**config.mk**
```make
export PLATFORM = sky130hd
export DESIGN_NAME = vafp_panel
export DESIGN_NICKNAME = d
export VERILOG_FILES = /design/src/rtl/vafp_pkg.sv /design/src/rtl/vafp_keys_if.sv /design/src/rtl/vafp_debounce.sv /design/src/rtl/vafp_param_mem.sv /design/src/rtl/vafp_panel.sv
export VERILOG_INCLUDE_DIRS = /design/src /design/src/rtl
export SDC_FILE = /design/constraint.sdc
export NUM_CORES = 1
export LEC_CHECK = 0
export BUFFER_PORTS_ARGS = -buffer_cell sky130_fd_sc_hd__buf_4
export CORE_ASPECT_RATIO = 0.75
export CORE_MARGIN = 3
export CORE_UTILIZATION = 45
export DETAILED_ROUTE_END_ITERATION = 6
export SYNTH_ARGS = -nofsm -noshare
export SYNTH_HDL_FRONTEND = slang
export SYNTH_SLANG_ARGS = --single-unit
export TNS_END_PERCENT = 1
```
**constraint.sdc**
```tcl
create_clock -name mclk -period 4.9 [get_ports mclk]
set_input_delay 0.245 -clock mclk [delete_from_list [all_inputs] [get_ports mclk]]
set_output_delay 0.245 -clock mclk [all_outputs]
set_load 0.01 [all_outputs]
```
**src/rtl/vafp_cfg.svh**
```systemverilog
/*
 Timing counts, switch codes, LED rates and parameter defaults for the front panel.
 Assumes a 100 MHz clock; included by the design modules and the verification files, not by the package.
*/
`ifndef VAFP_CFG_SVH
`define VAFP_CFG_SVH
`define VAFP_CLK_MHZ 100
`define VAFP_DEB_US 5000
`define VAFP_DEB_CYC ((`VAFP_DEB_US * `VAFP_CLK_MHZ) - 1)
`define VAFP_TICK_US 1000
`define VAFP_TICK_CYC ((`VAFP_TICK_US * `VAFP_CLK_MHZ) - 1)
`define VAFP_LONG_MS 1000
`define VAFP_SHOW_MS 5000
`define VAFP_IDLE_MIN 10
`define VAFP_IDLE_MS (`VAFP_IDLE_MIN * 60 * 1000)
`define VAFP_FLASH_MS 250
`define VAFP_ROT_MS 250
`define VAFP_VALVE_NONE 7'h00
`define VAFP_VALVE_LAST 7'h04
`define VAFP_VALVE_UNIV 7'h09
`define VAFP_JACK_STEP 12'h064
`define VAFP_PAR_DEF0 16'h0000
`define VAFP_PAR_DEF1 16'h0000
`define VAFP_PAR_DEF2 16'h0064
`define VAFP_PAR_DEF3 16'h0000
`endif

```
**src/rtl/vafp_pkg.sv**
```systemverilog
/*
 Types shared by the front-panel modules.
 Assumes nothing from vafp_cfg.svh, which it does not include.
*/
package vafp_pkg;
   typedef enum logic [2:0]
   {
      VAFP_RUN = 3'h0,
      VAFP_SEL = 3'h1,
      VAFP_EDIT = 3'h3
   } vafp_state_t;
   typedef enum logic [1:0]
   {
      VAFP_LED_OFF = 2'h0,
      VAFP_LED_GRN = 2'h1,
      VAFP_LED_RED = 2'h2
   } vafp_led_t;
endpackage : vafp_pkg

```
**src/rtl/vafp_keys_if.sv**
```systemverilog
/*
 Clean key and switch levels passed from the input conditioner to the panel core.
 Assumes one clock domain.
*/
`timescale 1ns/1ns
interface vafp_keys_if;
   logic set_key;
   logic plus_key;
   logic minus_key;
   logic [3:0] sw_tens;
   logic [3:0] sw_units;
   logic tick_ms;
   modport src (output set_key, plus_key, minus_key, sw_tens, sw_units, tick_ms);
   modport dst (input set_key, plus_key, minus_key, sw_tens, sw_units, tick_ms);
endinterface : vafp_keys_if

```
**src/rtl/vafp_debounce.sv**
```systemverilog
/*
 Synchronises and debounces keys and rotary switches and makes a 1 ms tick.
 Assumes raw inputs arrive synchronous to mclk but may bounce.
*/
`timescale 1ns/1ns
`include "vafp_cfg.svh"
module vafp_debounce
   import vafp_pkg::*;
#(
   parameter int DEB_CYC = `VAFP_DEB_CYC,
   parameter int TICK_CYC = `VAFP_TICK_CYC
)
(
   // Clock and reset.
   input wire logic mclk,
   input wire logic arst_n,
   // Raw panel inputs, keys active high.
   input wire logic [2:0] keys_raw,
   input wire logic [7:0] sw_raw,
   // Clean outputs.
   vafp_keys_if.src k
);
   logic [10:0] s1_ff;
   logic [10:0] s2_ff;
   logic [10:0] clean_ff;
   logic [19:0] deb_ff;
   logic [16:0] tick_ff;
   // A stable window of 5 ms rides out contact bounce on both keys and switches.
   always_ff @(posedge mclk or negedge arst_n)
   begin
      if (!arst_n)
      begin
         s1_ff <= 11'h000;
         s2_ff <= 11'h000;
      end
      else
      begin
         s1_ff <= {keys_raw, sw_raw};
         s2_ff <= s1_ff;
      end
   end
   always_ff @(posedge mclk or negedge arst_n)
   begin
      if (!arst_n)
      begin
         deb_ff <= 20'h00000;
         clean_ff <= 11'h000;
      end
      else if (s2_ff == clean_ff)
         deb_ff <= 20'h00000;
      else if (deb_ff == 20'(DEB_CYC))
      begin
         deb_ff <= 20'h00000;
         clean_ff <= s2_ff;
      end
      else
         deb_ff <= deb_ff + 20'h00001;
   end
   always_ff @(posedge mclk or negedge arst_n)
   begin
      if (!arst_n)
         tick_ff <= 17'h00000;
      else if (tick_ff == 17'(TICK_CYC))
         tick_ff <= 17'h00000;
      else
         tick_ff <= tick_ff + 17'h00001;
   end
   assign k.set_key = clean_ff[10];
   assign k.plus_key = clean_ff[9];
   assign k.minus_key = clean_ff[8];
   assign k.sw_tens = clean_ff[7:4];
   assign k.sw_units = clean_ff[3:0];
   assign k.tick_ms = (tick_ff == 17'(TICK_CYC));
endmodule : vafp_debounce

```
**src/rtl/vafp_param_mem.sv**
```systemverilog
/*
 Four-word store of saved operating parameters with registered read data.
 Assumes the core writes one word per cycle at most.
*/
`timescale 1ns/1ns
`include "vafp_cfg.svh"
module vafp_param_mem
   import vafp_pkg::*;
(
   // Clock and reset.
   input wire logic mclk,
   input wire logic arst_n,
   // Access.
   input wire logic wr_en,
   input wire logic defaults,
   input wire logic [1:0] addr,
   input wire logic [15:0] wdata,
   output logic [15:0] rdata
);
   logic [15:0] mem_ff [4];
   always_ff @(posedge mclk or negedge arst_n)
   begin
      if (!arst_n)
      begin
         mem_ff[0] <= `VAFP_PAR_DEF0;
         mem_ff[1] <= `VAFP_PAR_DEF1;
         mem_ff[2] <= `VAFP_PAR_DEF2;
         mem_ff[3] <= `VAFP_PAR_DEF3;
      end
      else if (defaults)
      begin
         mem_ff[0] <= `VAFP_PAR_DEF0;
         mem_ff[1] <= `VAFP_PAR_DEF1;
         mem_ff[2] <= `VAFP_PAR_DEF2;
         mem_ff[3] <= `VAFP_PAR_DEF3;
      end
      else if (wr_en)
         mem_ff[addr] <= wdata;
   end
   always_ff @(posedge mclk or negedge arst_n)
   begin
      if (!arst_n)
         rdata <= 16'h0000;
      else
         rdata <= mem_ff[addr];
   end
endmodule : vafp_param_mem

```
**src/rtl/vafp_panel.sv**
```systemverilog
/*
 Front-panel controller of a proportional valve amplifier: keys, rotary switches,
 status LEDs, test-jack selection, valve type acceptance and parameter editing.
 Assumes one 100 MHz clock and operator inputs synchronous to it.
*/
// Local design decisions: the plain strobed port and the register addresses.
// How it works
// - Enable LED mirrors input, flashes standard, off expert.
// - Ready LED green ready, red error, else off.
// - Red/green on mismatch, red invalid, green flash expert.
// - Valve number is tens switch then units.
// - Jack shows switch number while it changes.
// - Decode none, types one to four, universal.
// - No valve: indicator pair rotates clockwise.
// - Mismatch keeps running on last saved type.
// - Set held over one second accepts type.
// - After accept jack returns to command value.
// - New type restores factory default parameters.
// - Editing keeps stored parameters until saved.
// - Minus press shows valve number five seconds.
// - Long set enters first parameter, simple ramp.
// - Short set opens parameter; plus/minus adjust.
// - One quadrant LED per command state.
// - Ten idle minutes abandon edit unsaved.
// - Minus with set enters expert mode.
`timescale 1ns/1ns
`include "vafp_cfg.svh"
module vafp_panel
   import vafp_pkg::*;
#(
   parameter int LONG_MS = `VAFP_LONG_MS,
   parameter int SHOW_MS = `VAFP_SHOW_MS,
   parameter int IDLE_MS = `VAFP_IDLE_MS,
   parameter int DEB_CYC = `VAFP_DEB_CYC,
   parameter int TICK_CYC = `VAFP_TICK_CYC
)
(
   // Clock and reset.
   input wire logic mclk,
   input wire logic arst_n,
   // Operator keys (set, plus, minus) and rotary switches, raw.
   input wire logic [2:0] keys_raw,
   input wire logic [7:0] sw_raw,
   // Amplifier state.
   input wire logic enable_in,
   input wire logic amp_ready,
   input wire logic amp_error,
   input wire logic cmd_positive,
   input wire logic cmd_rising,
   input wire logic [11:0] cmd_jack_mv,
   // Register port.
   input wire logic [3:0] reg_addr,
   input wire logic [31:0] reg_wdata,
   input wire logic reg_wr,
   input wire logic reg_rd,
   output logic [31:0] reg_rdata,
   output logic irq,
   // LEDs.
   output logic enable_input_led,
   output logic ready_led_red,
   output logic ready_led_green,
   output logic [3:0] param_leds,
   output logic [3:0] quad_leds,
   // Test jack and operating parameters.
   output logic [11:0] jack_mv,
   output logic [6:0] active_valve,
   output logic [15:0] active_param,
   output logic [1:0] active_sel
);
   localparam logic [3:0] REG_STATUS = 4'h0;
   localparam logic [3:0] REG_MASK = 4'h4;
   localparam logic [3:0] REG_VALVE = 4'h8;
   localparam logic [3:0] REG_PSEL = 4'hc;
   vafp_keys_if k ();
   vafp_state_t st_ff;
   logic expert_ff;
   logic [6:0] saved_ff;
   logic [6:0] sw_last_ff;
   logic [15:0] hold_ff;
   logic [15:0] show_ff;
   logic [19:0] idle_ff;
   logic [7:0] blink_ff;
   logic [1:0] rot_ff;
   logic [1:0] psel_ff;
   logic [15:0] edit_ff;
   logic long_done_ff;
   logic [2:0] keys_ff;
   logic [3:0] sts_ff;
   logic [3:0] mask_ff;
   logic [15:0] mem_rdata;
   logic mem_wr;
   logic [6:0] sw_num;
   logic any_key;
   logic set_rel;
   logic minus_pr;
   logic plus_pr;
   logic long_hit;
   logic mismatch;
   logic accept;
   logic idle_out;
   logic combo;

   function automatic logic valve_ok(input logic [6:0] v);
      valve_ok = (v != `VAFP_VALVE_NONE) && ((v <= `VAFP_VALVE_LAST) || (v == `VAFP_VALVE_UNIV));
   endfunction : valve_ok

   // Parameters beyond ramp, zero point and attenuator only exist on the full types.
   function automatic logic par_ok(input logic [6:0] v, input logic [1:0] p);
      par_ok = valve_ok(v) && ((p != 2'h3) || (v != 7'h01));
   endfunction : par_ok

   vafp_debounce #(.DEB_CYC(DEB_CYC), .TICK_CYC(TICK_CYC)) u_deb
   (
      .mclk(mclk),
      .arst_n(arst_n),
      .keys_raw(keys_raw),
      .sw_raw(sw_raw),
      .k(k)
   );

   vafp_param_mem u_mem
   (
      .mclk(mclk),
      .arst_n(arst_n),
      .wr_en(mem_wr),
      .defaults(accept && (sw_num != saved_ff)),
      .addr(psel_ff),
      .wdata(edit_ff),
      .rdata(mem_rdata)
   );

   assign sw_num = ({3'h0, k.sw_tens} * 7'h0a) + {3'h0, k.sw_units};
   assign any_key = k.set_key | k.plus_key | k.minus_key;
   assign set_rel = keys_ff[2] && !k.set_key;
   assign plus_pr = k.plus_key && !keys_ff[1];
   assign minus_pr = k.minus_key && !keys_ff[0] && !k.set_key;
   assign combo = k.minus_key && k.set_key && !long_done_ff;
   assign long_hit = k.set_key && !long_done_ff && (hold_ff == 16'(LONG_MS));
   assign mismatch = (sw_num != saved_ff);
   assign accept = long_hit && mismatch && valve_ok(sw_num) && (st_ff == VAFP_RUN);
   assign idle_out = (st_ff != VAFP_RUN) && (idle_ff == 20'(IDLE_MS));
   assign mem_wr = (st_ff == VAFP_EDIT) && set_rel && !long_done_ff;

   always_ff @(posedge mclk or negedge arst_n)
   begin
      if (!arst_n)
         keys_ff <= 3'h0;
      else
         keys_ff <= {k.set_key, k.plus_key, k.minus_key};
   end

   // The set key's hold time is counted in 1 ms ticks.
   always_ff @(posedge mclk or negedge arst_n)
   begin
      if (!arst_n)
      begin
         hold_ff <= 16'h0000;
         long_done_ff <= 1'b0;
      end
      else if (!k.set_key)
      begin
         hold_ff <= 16'h0000;
         long_done_ff <= 1'b0;
      end
      else
      begin
         if (k.tick_ms && (hold_ff != 16'(LONG_MS)))
            hold_ff <= hold_ff + 16'h0001;
         if (long_hit || combo)
            long_done_ff <= 1'b1;
      end
   end

   always_ff @(posedge mclk or negedge arst_n)
   begin
      if (!arst_n)
         saved_ff <= `VAFP_VALVE_NONE;
      else if (accept)
         saved_ff <= sw_num;
   end

   // Menu walk: run, parameter selection, parameter open for editing.
   always_ff @(posedge mclk or negedge arst_n)
   begin
      if (!arst_n)
      begin
         st_ff <= VAFP_RUN;
         expert_ff <= 1'b0;
         psel_ff <= 2'h0;
      end
      else if (idle_out)
         st_ff <= VAFP_RUN;
      else
      begin
         case (st_ff)
            VAFP_RUN:
            begin
               if (long_hit && !mismatch && valve_ok(saved_ff))
               begin
                  st_ff <= VAFP_SEL;
                  psel_ff <= 2'h0;
                  expert_ff <= 1'b0;
               end
            end
            VAFP_SEL:
            begin
               if (combo && !expert_ff)
                  expert_ff <= 1'b1;
               else if (long_hit)
                  st_ff <= VAFP_RUN;
               else if (set_rel && !long_done_ff)
                  st_ff <= VAFP_EDIT;
               else if (plus_pr && par_ok(saved_ff, psel_ff + 2'h1) && (expert_ff || psel_ff != 2'h2))
                  psel_ff <= psel_ff + 2'h1;
               else if (minus_pr && psel_ff != 2'h0)
                  psel_ff <= psel_ff - 2'h1;
            end
            VAFP_EDIT:
            begin
               if (long_hit)
                  st_ff <= VAFP_RUN;
               else if (set_rel && !long_done_ff)
                  st_ff <= VAFP_SEL;
            end
            default:
               st_ff <= VAFP_RUN;
         endcase
      end
   end

   // Edits live in a scratch copy; the store changes only when set closes the edit.
   always_ff @(posedge mclk or negedge arst_n)
   begin
      if (!arst_n)
         edit_ff <= 16'h0000;
      else if (st_ff != VAFP_EDIT)
         edit_ff <= mem_rdata;
      else if (plus_pr)
         edit_ff <= edit_ff + 16'h0001;
      else if (minus_pr && edit_ff != 16'h0000)
         edit_ff <= edit_ff - 16'h0001;
   end

   always_ff @(posedge mclk or negedge arst_n)
   begin
      if (!arst_n)
         idle_ff <= 20'h00000;
      else if (any_key || st_ff == VAFP_RUN)
         idle_ff <= 20'h00000;
      else if (k.tick_ms && idle_ff != 20'(IDLE_MS))
         idle_ff <= idle_ff + 20'h00001;
   end

   // The jack shows the switch number after a switch move or a minus press in the run state.
   always_ff @(posedge mclk or negedge arst_n)
   begin
      if (!arst_n)
      begin
         show_ff <= 16'h0000;
         sw_last_ff <= 7'h00;
      end
      else
      begin
         sw_last_ff <= sw_num;
         if (accept)
            show_ff <= 16'h0000;
         else if (sw_num != sw_last_ff)
            show_ff <= 16'(SHOW_MS);
         else if (minus_pr && st_ff == VAFP_RUN)
            show_ff <= 16'(SHOW_MS);
         else if (k.tick_ms && show_ff != 16'h0000 && !mismatch)
            show_ff <= show_ff - 16'h0001;
      end
   end

   always_ff @(posedge mclk or negedge arst_n)
   begin
      if (!arst_n)
         jack_mv <= 12'h000;
      else if (show_ff != 16'h0000 || mismatch)
         jack_mv <= 12'(sw_num * `VAFP_JACK_STEP);
      else if (st_ff == VAFP_EDIT)
         jack_mv <= edit_ff[11:0];
      else
         jack_mv <= cmd_jack_mv;
   end

   always_ff @(posedge mclk or negedge arst_n)
   begin
      if (!arst_n)
      begin
         blink_ff <= 8'h00;
         rot_ff <= 2'h0;
      end
      else if (k.tick_ms)
      begin
         blink_ff <= (blink_ff == 8'(`VAFP_FLASH_MS)) ? 8'h00 : blink_ff + 8'h01;
         if (blink_ff == 8'(`VAFP_ROT_MS))
            rot_ff <= rot_ff + 2'h1;
      end
   end

   logic phase;
   assign phase = rot_ff[0];

   always_comb
   begin
      if (st_ff == VAFP_RUN)
         enable_input_led = enable_in;
      else
         enable_input_led = !expert_ff && phase;
   end

   always_comb
   begin
      ready_led_red = 1'b0;
      ready_led_green = 1'b0;
      if (!valve_ok(sw_num))
         ready_led_red = phase;
      else if (mismatch)
      begin
         ready_led_red = phase;
         ready_led_green = !phase;
      end
      else if (st_ff != VAFP_RUN && expert_ff)
         ready_led_green = phase;
      else if (st_ff != VAFP_RUN)
         ready_led_green = 1'b1;
      else if (amp_error)
         ready_led_red = 1'b1;
      else
         ready_led_green = amp_ready;
   end

   always_comb
   begin
      if (saved_ff == `VAFP_VALVE_NONE)
         param_leds = 4'(8'h33 >> rot_ff);
      else if (st_ff == VAFP_RUN)
         param_leds = 4'h0;
      else
         param_leds = 4'(4'h1 << psel_ff);
      quad_leds = 4'(4'h1 << {!cmd_positive, !cmd_rising});
   end

   // The amplifier always runs on the saved type and stored values.
   assign active_valve = saved_ff;
   assign active_param = mem_rdata;
   assign active_sel = psel_ff;

   // Events: accept, edit saved, edit abandoned, valve mismatch.
   always_ff @(posedge mclk or negedge arst_n)
   begin
      if (!arst_n)
         sts_ff <= 4'h0;
      else
         sts_ff <= ({idle_out, mem_wr, accept, mismatch && (sw_num != sw_last_ff)}) |
                   ((reg_rd && reg_addr == REG_STATUS) ? 4'h0 : sts_ff);
   end

   always_ff @(posedge mclk or negedge arst_n)
   begin
      if (!arst_n)
         mask_ff <= 4'h0;
      else if (reg_wr && reg_addr == REG_MASK)
         mask_ff <= reg_wdata[3:0];
   end

   always_ff @(posedge mclk or negedge arst_n)
   begin
      if (!arst_n)
         reg_rdata <= 32'h00000000;
      else if (!reg_rd)
         reg_rdata <= 32'h00000000;
      else
      begin
         case (reg_addr)
            REG_STATUS: reg_rdata <= {28'h0000000, sts_ff};
            REG_MASK: reg_rdata <= {28'h0000000, mask_ff};
            REG_VALVE: reg_rdata <= {16'h0000, 1'b0, sw_num, 1'b0, saved_ff};
            REG_PSEL: reg_rdata <= {24'h000000, 1'b0, st_ff, expert_ff, 1'b0, psel_ff};
            default: reg_rdata <= 32'h00000000;
         endcase
      end
   end

   assign irq = |(sts_ff & mask_ff);

   a_accept_saves: assert property (@(posedge mclk) disable iff (!arst_n)
      accept |=> (saved_ff == $past(sw_num)))
      else $error("accepted valve not stored");
   a_idle_exit: assert property (@(posedge mclk) disable iff (!arst_n)
      idle_out |=> (st_ff == VAFP_RUN))
      else $error("idle edit did not return to run");
   a_run_enable: assert property (@(posedge mclk) disable iff (!arst_n)
      (st_ff == VAFP_RUN) |-> (enable_input_led == enable_in))
      else $error("enable led not mirroring input");
   a_show_jack: assert property (@(posedge mclk) disable iff (!arst_n)
      (mismatch && $stable(sw_num)) |=> (jack_mv == 12'($past(sw_num) * `VAFP_JACK_STEP)))
      else $error("jack not showing switch number");
   a_quad_one: assert property (@(posedge mclk) disable iff (!arst_n)
      $onehot(quad_leds))
      else $error("quadrant leds not one-hot");
   a_mem_hold: assert property (@(posedge mclk) disable iff (!arst_n)
      (st_ff == VAFP_EDIT && !mem_wr && !accept) |=> $stable(active_param) || $changed(psel_ff))
      else $error("stored parameter moved during edit");
   a_long_enter: assert property (@(posedge mclk) disable iff (!arst_n)
      (st_ff == VAFP_RUN && long_hit && !mismatch && valve_ok(saved_ff)) |=>
      (st_ff == VAFP_SEL && psel_ff == 2'h0))
      else $error("long set did not enter ramp");
   a_mismatch_led: assert property (@(posedge mclk) disable iff (!arst_n)
      (mismatch && valve_ok(sw_num)) |-> (ready_led_red != ready_led_green))
      else $error("mismatch led not alternating");
   a_err_red: assert property (@(posedge mclk) disable iff (!arst_n)
      (st_ff == VAFP_RUN && !mismatch && valve_ok(sw_num) && amp_error) |-> ready_led_red)
      else $error("error not shown red");
endmodule : vafp_panel

```
[After elaboration in Yosys (flattened, before gate mapping)]
Cells that the tools add are included.
Operators by class
  $add $sub $neg: 12
  multipliers: 2
  $lt $le $gt $ge: 4
  equal/unequal tests: 33
  shifts and indexed selects: 3
  muxes and demuxes: 61
  bitwise gates (word level): 7
  reduce and logical (&&, ||, !) cells: 73
Operators by type and width (number)
  $mux W16: 12
  $mux W64: 2
  $mux W20: 4
  $bwmux W64: 1
  $pmux W15 S4: 1
  $add A20 B1 Y20 const B: 2
  $logic_and A1 B1 Y1: 37
  $add A16 B1 Y16 const B: 2
  $bmux W16 S2: 1
  $demux W16 S2: 1
  $mux W32: 1
  $reduce_bool A16 Y1: 2
  $sub A16 B1 Y16 const B: 2
  $mux W12: 2
  $mux W3: 7
  $eq A20 B19 Y1 const B: 1
  $eq A20 B20 Y1 const B: 1
  $ne A20 B20 Y1 const B: 1
  $ne A2 B2 Y1 const B: 9
  $add A17 B1 Y17 const B: 1
  $eq A17 B17 Y1 const B: 1
  $mux W17: 1
  $eq A16 B10 Y1 const B: 1
  $ne A16 B10 Y1 const B: 1
  other kinds (48): 101
Word-level totals
  bits in registers: 304
  bits of input ports: 68
  output and inout port bits: 81
  logic and storage cells: 222

[Longest topological paths before layout]
Gate-level depths: netlist of run 1.
  depth after elaboration: 11
  depth in mapped cells: 16
  depth with buffers taken out: 16

[Cells and area by module]
Synthesis of run 1 repeated with hierarchy kept, for this count alone.
Unflattened totals
  cell total of the unflattened synthesis: 1380
  area, all modules: 15082.0 um^2
By module, submodules not included
  vafp_panel: instances 1, cells an instance 877, area each 8509.4 um^2, sequential area each 3378.2 um^2
  vafp_param_mem: instances 1, cells an instance 268, area each 3691.0 um^2, sequential area each 2005.7 um^2
  vafp_debounce: instances 1, cells an instance 235, area each 2881.5 um^2, sequential area each 1751.7 um^2

[Least setup slack after synthesis of run 1]
OpenSTA, ideal clock, no wires.
  kind: flip-flop to flip-flop
  start: register u_deb.clean_ff[4]
  end: register jack_mv[11]
  setup time: 0.137 ns
  arrival: 3.741 ns
  slack: 1.022 ns
  cell stages (with the launch flop): 15
  buffers on the path: 0
  path through: dfrtp_1 ha_1 fa_1 xnor2_1 inv_1 ha_1 inv_1 ha_1 fa_1 ha_1 a21oi_1 o21bai_1 a21oi_1 xnor2_1 a21oi_1
On the way
  word-level cells in the longest chain between the ends: 5
  elaborated cells between the ends (all ways): 6
  classes of those cells: 1 x add/sub; 2 x mul; 1 x eq/ne; 1 x mux; 1 x reduce/logical
Ends and longest elaborated chain
  start: declaration: line vafp_debounce.sv:25  | logic [10:0] clean_ff;
  start signal: assignment: line vafp_debounce.sv:47  | clean_ff <= 11'h000;
  start signal: assignment: line vafp_debounce.sv:54  | clean_ff <= s2_ff;
  $mul A4 B3 Y6 *: line vafp_panel.sv:132  | assign sw_num = ({3'h0, k.sw_tens} * 7'h0a) + {3'h0, k.sw_units};
  $add A7 B4 Y7 *: line vafp_panel.sv:132
  net sw_num[3]: line vafp_panel.sv:92  | logic [6:0] sw_num;
  parallel branches: the longest is 2 deep, another holds $mul A7 B5 Y10
  $mux W12 *: line vafp_panel.sv:280  | else if (show_ff != 16'h0000 || mismatch)
  end signal: assignment: line vafp_panel.sv:281  | jack_mv <= 12'(sw_num * `VAFP_JACK_STEP);
  end signal: assignment: line vafp_panel.sv:283  | jack_mv <= edit_ff[11:0];
  end signal: assignment: line vafp_panel.sv:285  | jack_mv <= cmd_jack_mv;
  end: declaration: line vafp_panel.sv:65  | output logic [11:0] jack_mv,
Mark *: on every way through the listed nets, which the timed path passes.
A chain may end at the register's enable or synchronous reset.

[Worst setup path in the final report of run 1]
  start: register u_deb.clean_ff[5]
  end: output port ready_led_red
On the way
  word-level cells in the longest chain between the ends: 6
  elaborated cells between the ends (all ways): 10
  classes of those cells: 1 x add/sub; 1 x mul; 1 x order compare; 2 x eq/ne; 2 x mux; 3 x reduce/logical
Ends and longest elaborated chain
  $mul A4 B3 Y6 *: line vafp_panel.sv:132
  $add A7 B4 Y7 *: line vafp_panel.sv:132
  $le A7 B3 Y1 (no source line) or $eq A7 B4 Y1 (tied branches)
  $logic_or A1 B1 Y1: line vafp_panel.sv:104  | valve_ok = (v != `VAFP_VALVE_NONE) && ((v <= `VAFP_VALVE_LAST) || (v == `VAFP_VALVE_UNIV));
  $logic_and A1 B1 Y1: line vafp_panel.sv:104
  $mux W1 *: line vafp_panel.sv:318  | if (!valve_ok(sw_num))
  end: declaration: line vafp_panel.sv:60  | output logic ready_led_red,
Mark *: on every way between the ends. The rest lies on a longest branch, timed or not.

==> summary.txt, run 1 <==
Result of the run -> finished clean
Vias -> 10,440
Initial antenna violation count -> 0
I/O pin total -> 149
Leakage -> 7.999 nW
IO buf count -> 102
Maxcap violations -> 0
Initial Util -> 46.08%
Hold Slack -> 0.02978 ns
Core area -> 0.03153 mm^2
Fmax -> 229.0 MHz
Fillers -> 2,808
Post-route setup slack -> 0.5335 ns
Hold path cells -> 3
Htree depth -> 1
Root Driver -> clkbuf_16
Area delta synth->final -> 16.89%
XOR/XNOR Fraction of Synth Area -> 7.216%
R2R depth -> 14
Max Slew Vio Count -> 0
All-Layer GR Usage -> 20.25%
Fin cells -> 1,930
Clock transition at path regs -> 0.06 ns
Die Ht -> 161.6 um
Minimum clock period after layout -> 4.366 ns
EDFF count, synth -> 0
Row count -> 56
Clock buffer depth -> 3
Finished layout cell area -> 0.01699 mm^2
First-pass GRT wire length -> 55,830 um
Clk_lat worst skew -> 0.56 ns
Layout cells sized above 1 -> 14.76%
DIE AREA -> 0.03450 mm^2
Synth Area per Inst -> 10.51 um^2
Hold Startpoint -> cmd_jack_mv[3]
Simple-Gate Fraction of Synth Area -> 16.34%
Worst hold endpoint -> jack_mv[3]
Final TNS setup -> 0 ns
Synth async-reset ratio -> 100.0%
Final-stage net count -> 1,636
Initial DRT Pass Iterations -> 5
Final hold vios -> 0
Crit end category -> output pin
Max Fanout on Critical Path -> 5
TritonCTS clock tree -> built
GRT overflow -> 0
R2R Path Start -> u_deb.clean_ff[5]
Relative slew margins -> 24.52%
Setup slack on the worst flop-to-flop path -> 0.73 ns
Post-synthesis compound-gate area fraction -> 7.853%
Number of vias per cell -> 5.407
Synthesized instance count -> 1,382
Synth top area share -> 48.57%
Largest net degree at the start of global routing -> 124
Critical Path Start Type -> register
Final GP Congestion -> 0.8370
Worst slew pin tran -> 1.132 ns
Seq/Total Area, Yosys -> 49.11%
Synth Area in Adders -> 5.942%
Setup violators final -> 0
Post-synthesis mux area share -> 10.01%
Synth top area cells -> dfrtp_1, mux2i_1, ha_1
Antenna cell count -> 0
Ys Warns -> 0
Critical R2R Capture -> u_mem.mem_ff[63]
Synth unique cells -> 74
Wire per inst -> 17.84 um
Layout Skew -> 0.01312 ns
WS Path Type -> register to output pin
DRC -> 0
CP Data Arrival Time -> 4.12 ns
Setup slack after placement -> 0.7483 ns
WP data required -> 4.66 ns
Final HPWL DP -> 23,220 um
Vias in the first global route -> 10,190
Post-Place Cells -> 1,848
Mapped cell area -> 0.01453 mm^2
Tcrit/Tclk final -> 89.11%
Ys flop type -> dfrtp_1
Synth area leader -> dfrtp_1
Die X -> 213.5 um
Starting DRC count in detailed routing -> 656
Cts bufs inserted -> 30
Antenna Nets Post-Route -> 0
Routed WL -> 34,430 um
Post-Place Cell Area -> 0.01568 mm^2
Clk sinks -> 285
Cell Pwr Density -> 294.1 mW/mm^2
Synthesized flop and latch total -> 285
Hold crit path type -> input port to register
RSZ-0062 raised after global routing -> false
Largest family of logic cells by synthesized area -> simple AND/OR/NAND/NOR gates
VDD IR max -> 0.2345 mV
[cells in the mapped netlist (all sizes together), types with 38 or more instances]
| cell type | count |
|---|---|
| dfrtp | 282 |
| nor2 | 186 |
| nand2 | 102 |
| mux2i | 88 |
| xnor2 | 71 |
| o21ai | 69 |
| ha | 61 |
| a21oi | 53 |
| clkbuf | 53 |
| xor2 | 41 |
| inv | 39 |
| nand3 | 38 |
[layout by cell type (no fill, tap or decap), drive strengths merged, types with 4 or more instances in the layout]
master	count
nor3b	6
ha	61
a21o	15
a311oi	4
mux2	13
nor4b	5
or4	8
nand4	25
nand2	102
clkinv	8
nor2b	9
nand3	38
a31oi	8
nor4	15
nand2b	5
nor2	186
o31ai	6
xor2	41
and4	8
and2	11
mux4	19
dlygate4sd3	28
o21ai	69
and3	20
fa	5
conb	18
a21oi	53
buf	119
mux2i	88
xnor2	71
dfrtp	282
or3	18
clkbuf	42
a21boi	4
a211oi	6
nor3	19
inv	40
or2	9
[critical path, cell delays in order (launching register included)]
cell      delay, ns
dfrtp_1        0.46
ha_1           0.33
ha_1           0.19
inv_1          0.06
fa_1           0.46
nand2b_1       0.21
or3_1          0.40
and2_1         0.24
ha_1           0.21
a21boi_0       0.18
a41o_1         0.18
nand2_1        0.17
o41ai_1        0.29
buf_4          0.19
[metal layers]
metal  vias to the layer above  global-route usage (%)  part of all wire, %
met5                         -                       0                    0
met1                      5144                   32.03                   51
li1                       5037                       -                    -
met2                       204                   29.38                   42
met4                         0                   4.263                  1.9
met3                        50                   3.223                  5.0
[timing repair]
action	4_1_cts	5_1_grt
hold endpoints to repair	140	0
hold buffers	28	0
gates resized for setup	0	0
setup buffers	0	0
[how the worst max path moves through the flow]
stage | startpoint | endpoint | slack [ns] | cells past startpoint
CTS | u_deb.clean_ff[5] | ready_led_green | 0.47 | 13
finish | u_deb.clean_ff[5] | ready_led_red | 0.53 | 13
detailed placement | u_deb.clean_ff[5] | u_mem.mem_ff[48] | 0.75 | 14
floorplan | u_deb.clean_ff[4] | jack_mv[11] | 1.02 | 14
global route | u_deb.clean_ff[5] | ready_led_red | 0.25 | 13
global placement | u_deb.clean_ff[5] | u_mem.mem_ff[31] | 0.76 | 14
[through the flow]
| stage | power (mW) | util [%] |
|---|---|---|
| 6_report | 4.996 | 53.87 |
| 5_1_grt | 5.193 | 53.87 |
| 4_1_cts | 5.064 | 53.87 |
| 3_5_place_dp | 2.671 | 49.73 |
| 3_3_place_gp | 2.667 | 49.73 |
| 2_1_floorplan | 2.564 | - |
[final cells by class]
type	instances	area (um^2)	area share [%]
clock buffers	42	877.1	5.164
repair buffers	147	1206	7.101
clock inverters	12	146.4	0.8619
flip-flops and latches	285	7136	42.01
well taps	406	508.0	2.991
multi-input cells	999	6965	41.01
inverters	39	146.4	0.8619
[flip-flops by register name, summed over array words and instances, names as in the netlist, 14 cells and up]
name	flops
u_mem.mem_ff	64
idle_ff	20
u_deb.deb_ff	20
u_deb.tick_ff	17
edit_ff	16
hold_ff	16
show_ff	16
u_mem.rdata	16
reg_rdata	14
[kinds of logic (layout without fill, tap and decap cells)]
logic type | Yosys count | in the layout
AO/OA/AOI/OAI | 189 | 189
XOR/XNOR | 115 | 115
adder cells (fa/ha/maj) | 66 | 66
buffers and inverters | 115 | 240
flip-flops | 285 | 285
multiplexers | 120 | 120
other | 1 | 18
AND/OR/NAND/NOR | 491 | 491
[report_power, final]
group	internal, mW	switching (mW)
clock network	1.40	0.947
registers	2.40	0.0470
logic	0.0880	0.108
(Power assumes the default switching activity.)
==> run 2: changes to the inputs <==
RECOVER_POWER = 100   (was unset)
==> run 2 against run 1 <==
The flow now finishes with violations (capacitance limit, slew limit). Sequential share of layout area rose by 0.78 points. Critical endpoint is now u_mem.mem_ff[63]. Clock-buffer cell count did not move. Via count fell by 0.13%. Combinational power fell by 5%. Sequential cell count did not move. Fmax fell by 2.5%.
==> summary.txt, run 2 (synthesized netlist as in run 1, its figures left out) <==
Result of the run -> finished, violations left
Failing checks -> capacitance limit, slew limit
Layout cells sized above 1 -> 9.514%
Critical R2R Capture -> u_mem.mem_ff[63]
Most frequent cells in the layout -> dfrtp_1, nor2_1, nand2_1, mux2i_1, clkbuf_1
Minimum clock period after layout -> 4.477 ns
Post-route setup slack -> 0.4230 ns
Clock transition at path regs -> 0.06 ns
Final core occ -> 52.88%
Initial Util -> 46.08%
Finished layout cell area -> 0.01667 mm^2
Die X -> 213.5 um
Number of flip-flops in the largest register -> 64
Hold Slack -> 0.02966 ns
DRC -> 0
Clk_lat worst skew -> 0.56 ns
Vias in the first global route -> 10,190
Fmax -> 223.4 MHz
Post-CTS sizing -> 0
Layout Skew -> 0.01268 ns
Critical Path Start Type -> register
Crit end category -> register
Cell Pwr Density -> 298.7 mW/mm^2
Initial DRT Pass Iterations -> 5
Worst slew pin tran -> 2.853 ns
Row count -> 56
Register with the most flip-flops -> u_mem.mem_ff
All-Layer GR Usage -> 20.25%
Final-stage net count -> 1,636
RSZ-0062 raised after global routing -> false
Number of vias per cell -> 5.399
Setup slack after placement -> 0.7483 ns
CP Data Arrival Time -> 4.90 ns
Cts bufs inserted -> 30
WP data required -> 5.33 ns
Root Driver -> clkbuf_16
Routed WL -> 34,400 um
Clock buffer depth -> 3
Maxcap violations -> 3
Final GP Congestion -> 0.8370
Hold Startpoint -> cmd_jack_mv[3]
Leakage -> 7.697 nW
Initial antenna violation count -> 0
Final TNS setup -> 0 ns
Antenna Nets Post-Route -> 0
R2R depth -> 14
Area delta synth->final -> 14.76%
Final hold vios -> 0
Biggest regs -> u_mem.mem_ff: 64 flops, idle_ff: 20 flops, u_deb.deb_ff: 20 flops
Htree depth -> 1
Starting DRC count in detailed routing -> 697
VDD IR max -> 0.2343 mV
WS Path Type -> register to register
R2R Path Start -> u_deb.clean_ff[5]
Post-Place Cells -> 1,848
Vias -> 10,420
Setup slack on the worst flop-to-flop path -> 0.42 ns
IO buf count -> 102
DIE AREA -> 0.03450 mm^2
Final HPWL DP -> 23,220 um
Post-Place Cell Area -> 0.01568 mm^2
GRT overflow -> 0
TritonCTS clock tree -> built
Fin cells -> 1,930
Wire per inst -> 17.83 um
Relative slew margins -> -90.22%
Core area -> 0.03153 mm^2
Total Power -> 4.981 mW
Max Fanout on Critical Path -> 61
Largest net degree at the start of global routing -> 124
I/O pin total -> 149
Most common cell after layout, fill and taps aside -> dfrtp_1
First-pass GRT wire length -> 55,830 um
Hold crit path type -> input port to register
Antenna cell count -> 0
Setup violators final -> 0
Die Ht -> 161.6 um
Clk sinks -> 285
Worst hold endpoint -> jack_mv[3]
Max Slew Vio Count -> 146
Hold path cells -> 3
Tcrit/Tclk final -> 91.37%
-- run 2: cell types whose count changed in the layout (fill, tap and decap cells not counted), sizes merged --
cell	change
clkbuf	+86
buf	-86
-- run 2: area by class of cell --
type                            instances  area [um^2]
Inverter                               39        146.4
Tap cell                              406        508.0
Sequential cell                       285         7136
Fill cell                            2895        14860
Timing Repair Buffer                  147        923.4
Clock inverter                         12        146.4
Multi-Input combinational cell        999         6938
Clock buffer                           42        877.1
-- run 2: worst max path at each step --
stage	startpoint	cells after the start	to
2_1_floorplan	u_deb.clean_ff[4]	14	jack_mv[11]
3_3_place_gp	u_deb.clean_ff[5]	14	u_mem.mem_ff[31]
3_5_place_dp	u_deb.clean_ff[5]	14	u_mem.mem_ff[48]
4_1_cts	u_deb.clean_ff[5]	13	ready_led_green
5_1_grt	u_deb.clean_ff[5]	14	u_mem.mem_ff[26]
6_report	u_deb.clean_ff[5]	14	u_mem.mem_ff[63]
-- run 2: what timing repair did --
action | in CTS | in global routing
hold buffers | 28 | 0
hold endpoints to repair | 140 | 0
buffers inserted | 0 | 0
-- run 2: power by group --
group,leakage [nW],internal (mW),switching [mW]
combinational,3.33,0.0789,0.107
sequential,3.86,2.40,0.0466
clock,0.510,1.40,0.941
-- run 2: layer usage --
| layer | part of all wire, % | wire length (um) | global-route usage [%] | up-vias |
|---|---|---|---|---|
| li1 | - | - | - | 5039 |
| met5 | 0 | 0 | 0 | - |
| met2 | 42 | 14520 | 29.38 | 201 |
| met1 | 51 | 17500 | 32.03 | 5129 |
| met3 | 4.9 | 1702 | 3.223 | 52 |
| met4 | 2.0 | 686 | 4.263 | 0 |
-- run 2: critical path: stages, from the launching register on --
cell and delay [ns]:
dfrtp_1 0.46, ha_1 0.33, ha_1 0.19, inv_1 0.06, fa_1 0.45, nand2b_1 0.21, or3_1 0.40, and2_0 0.26
ha_1 0.24, a21boi_0 0.18, a41o_1 0.16, nand2_1 0.15, nor3b_1 0.76, buf_12 0.37, nor2_1 0.10
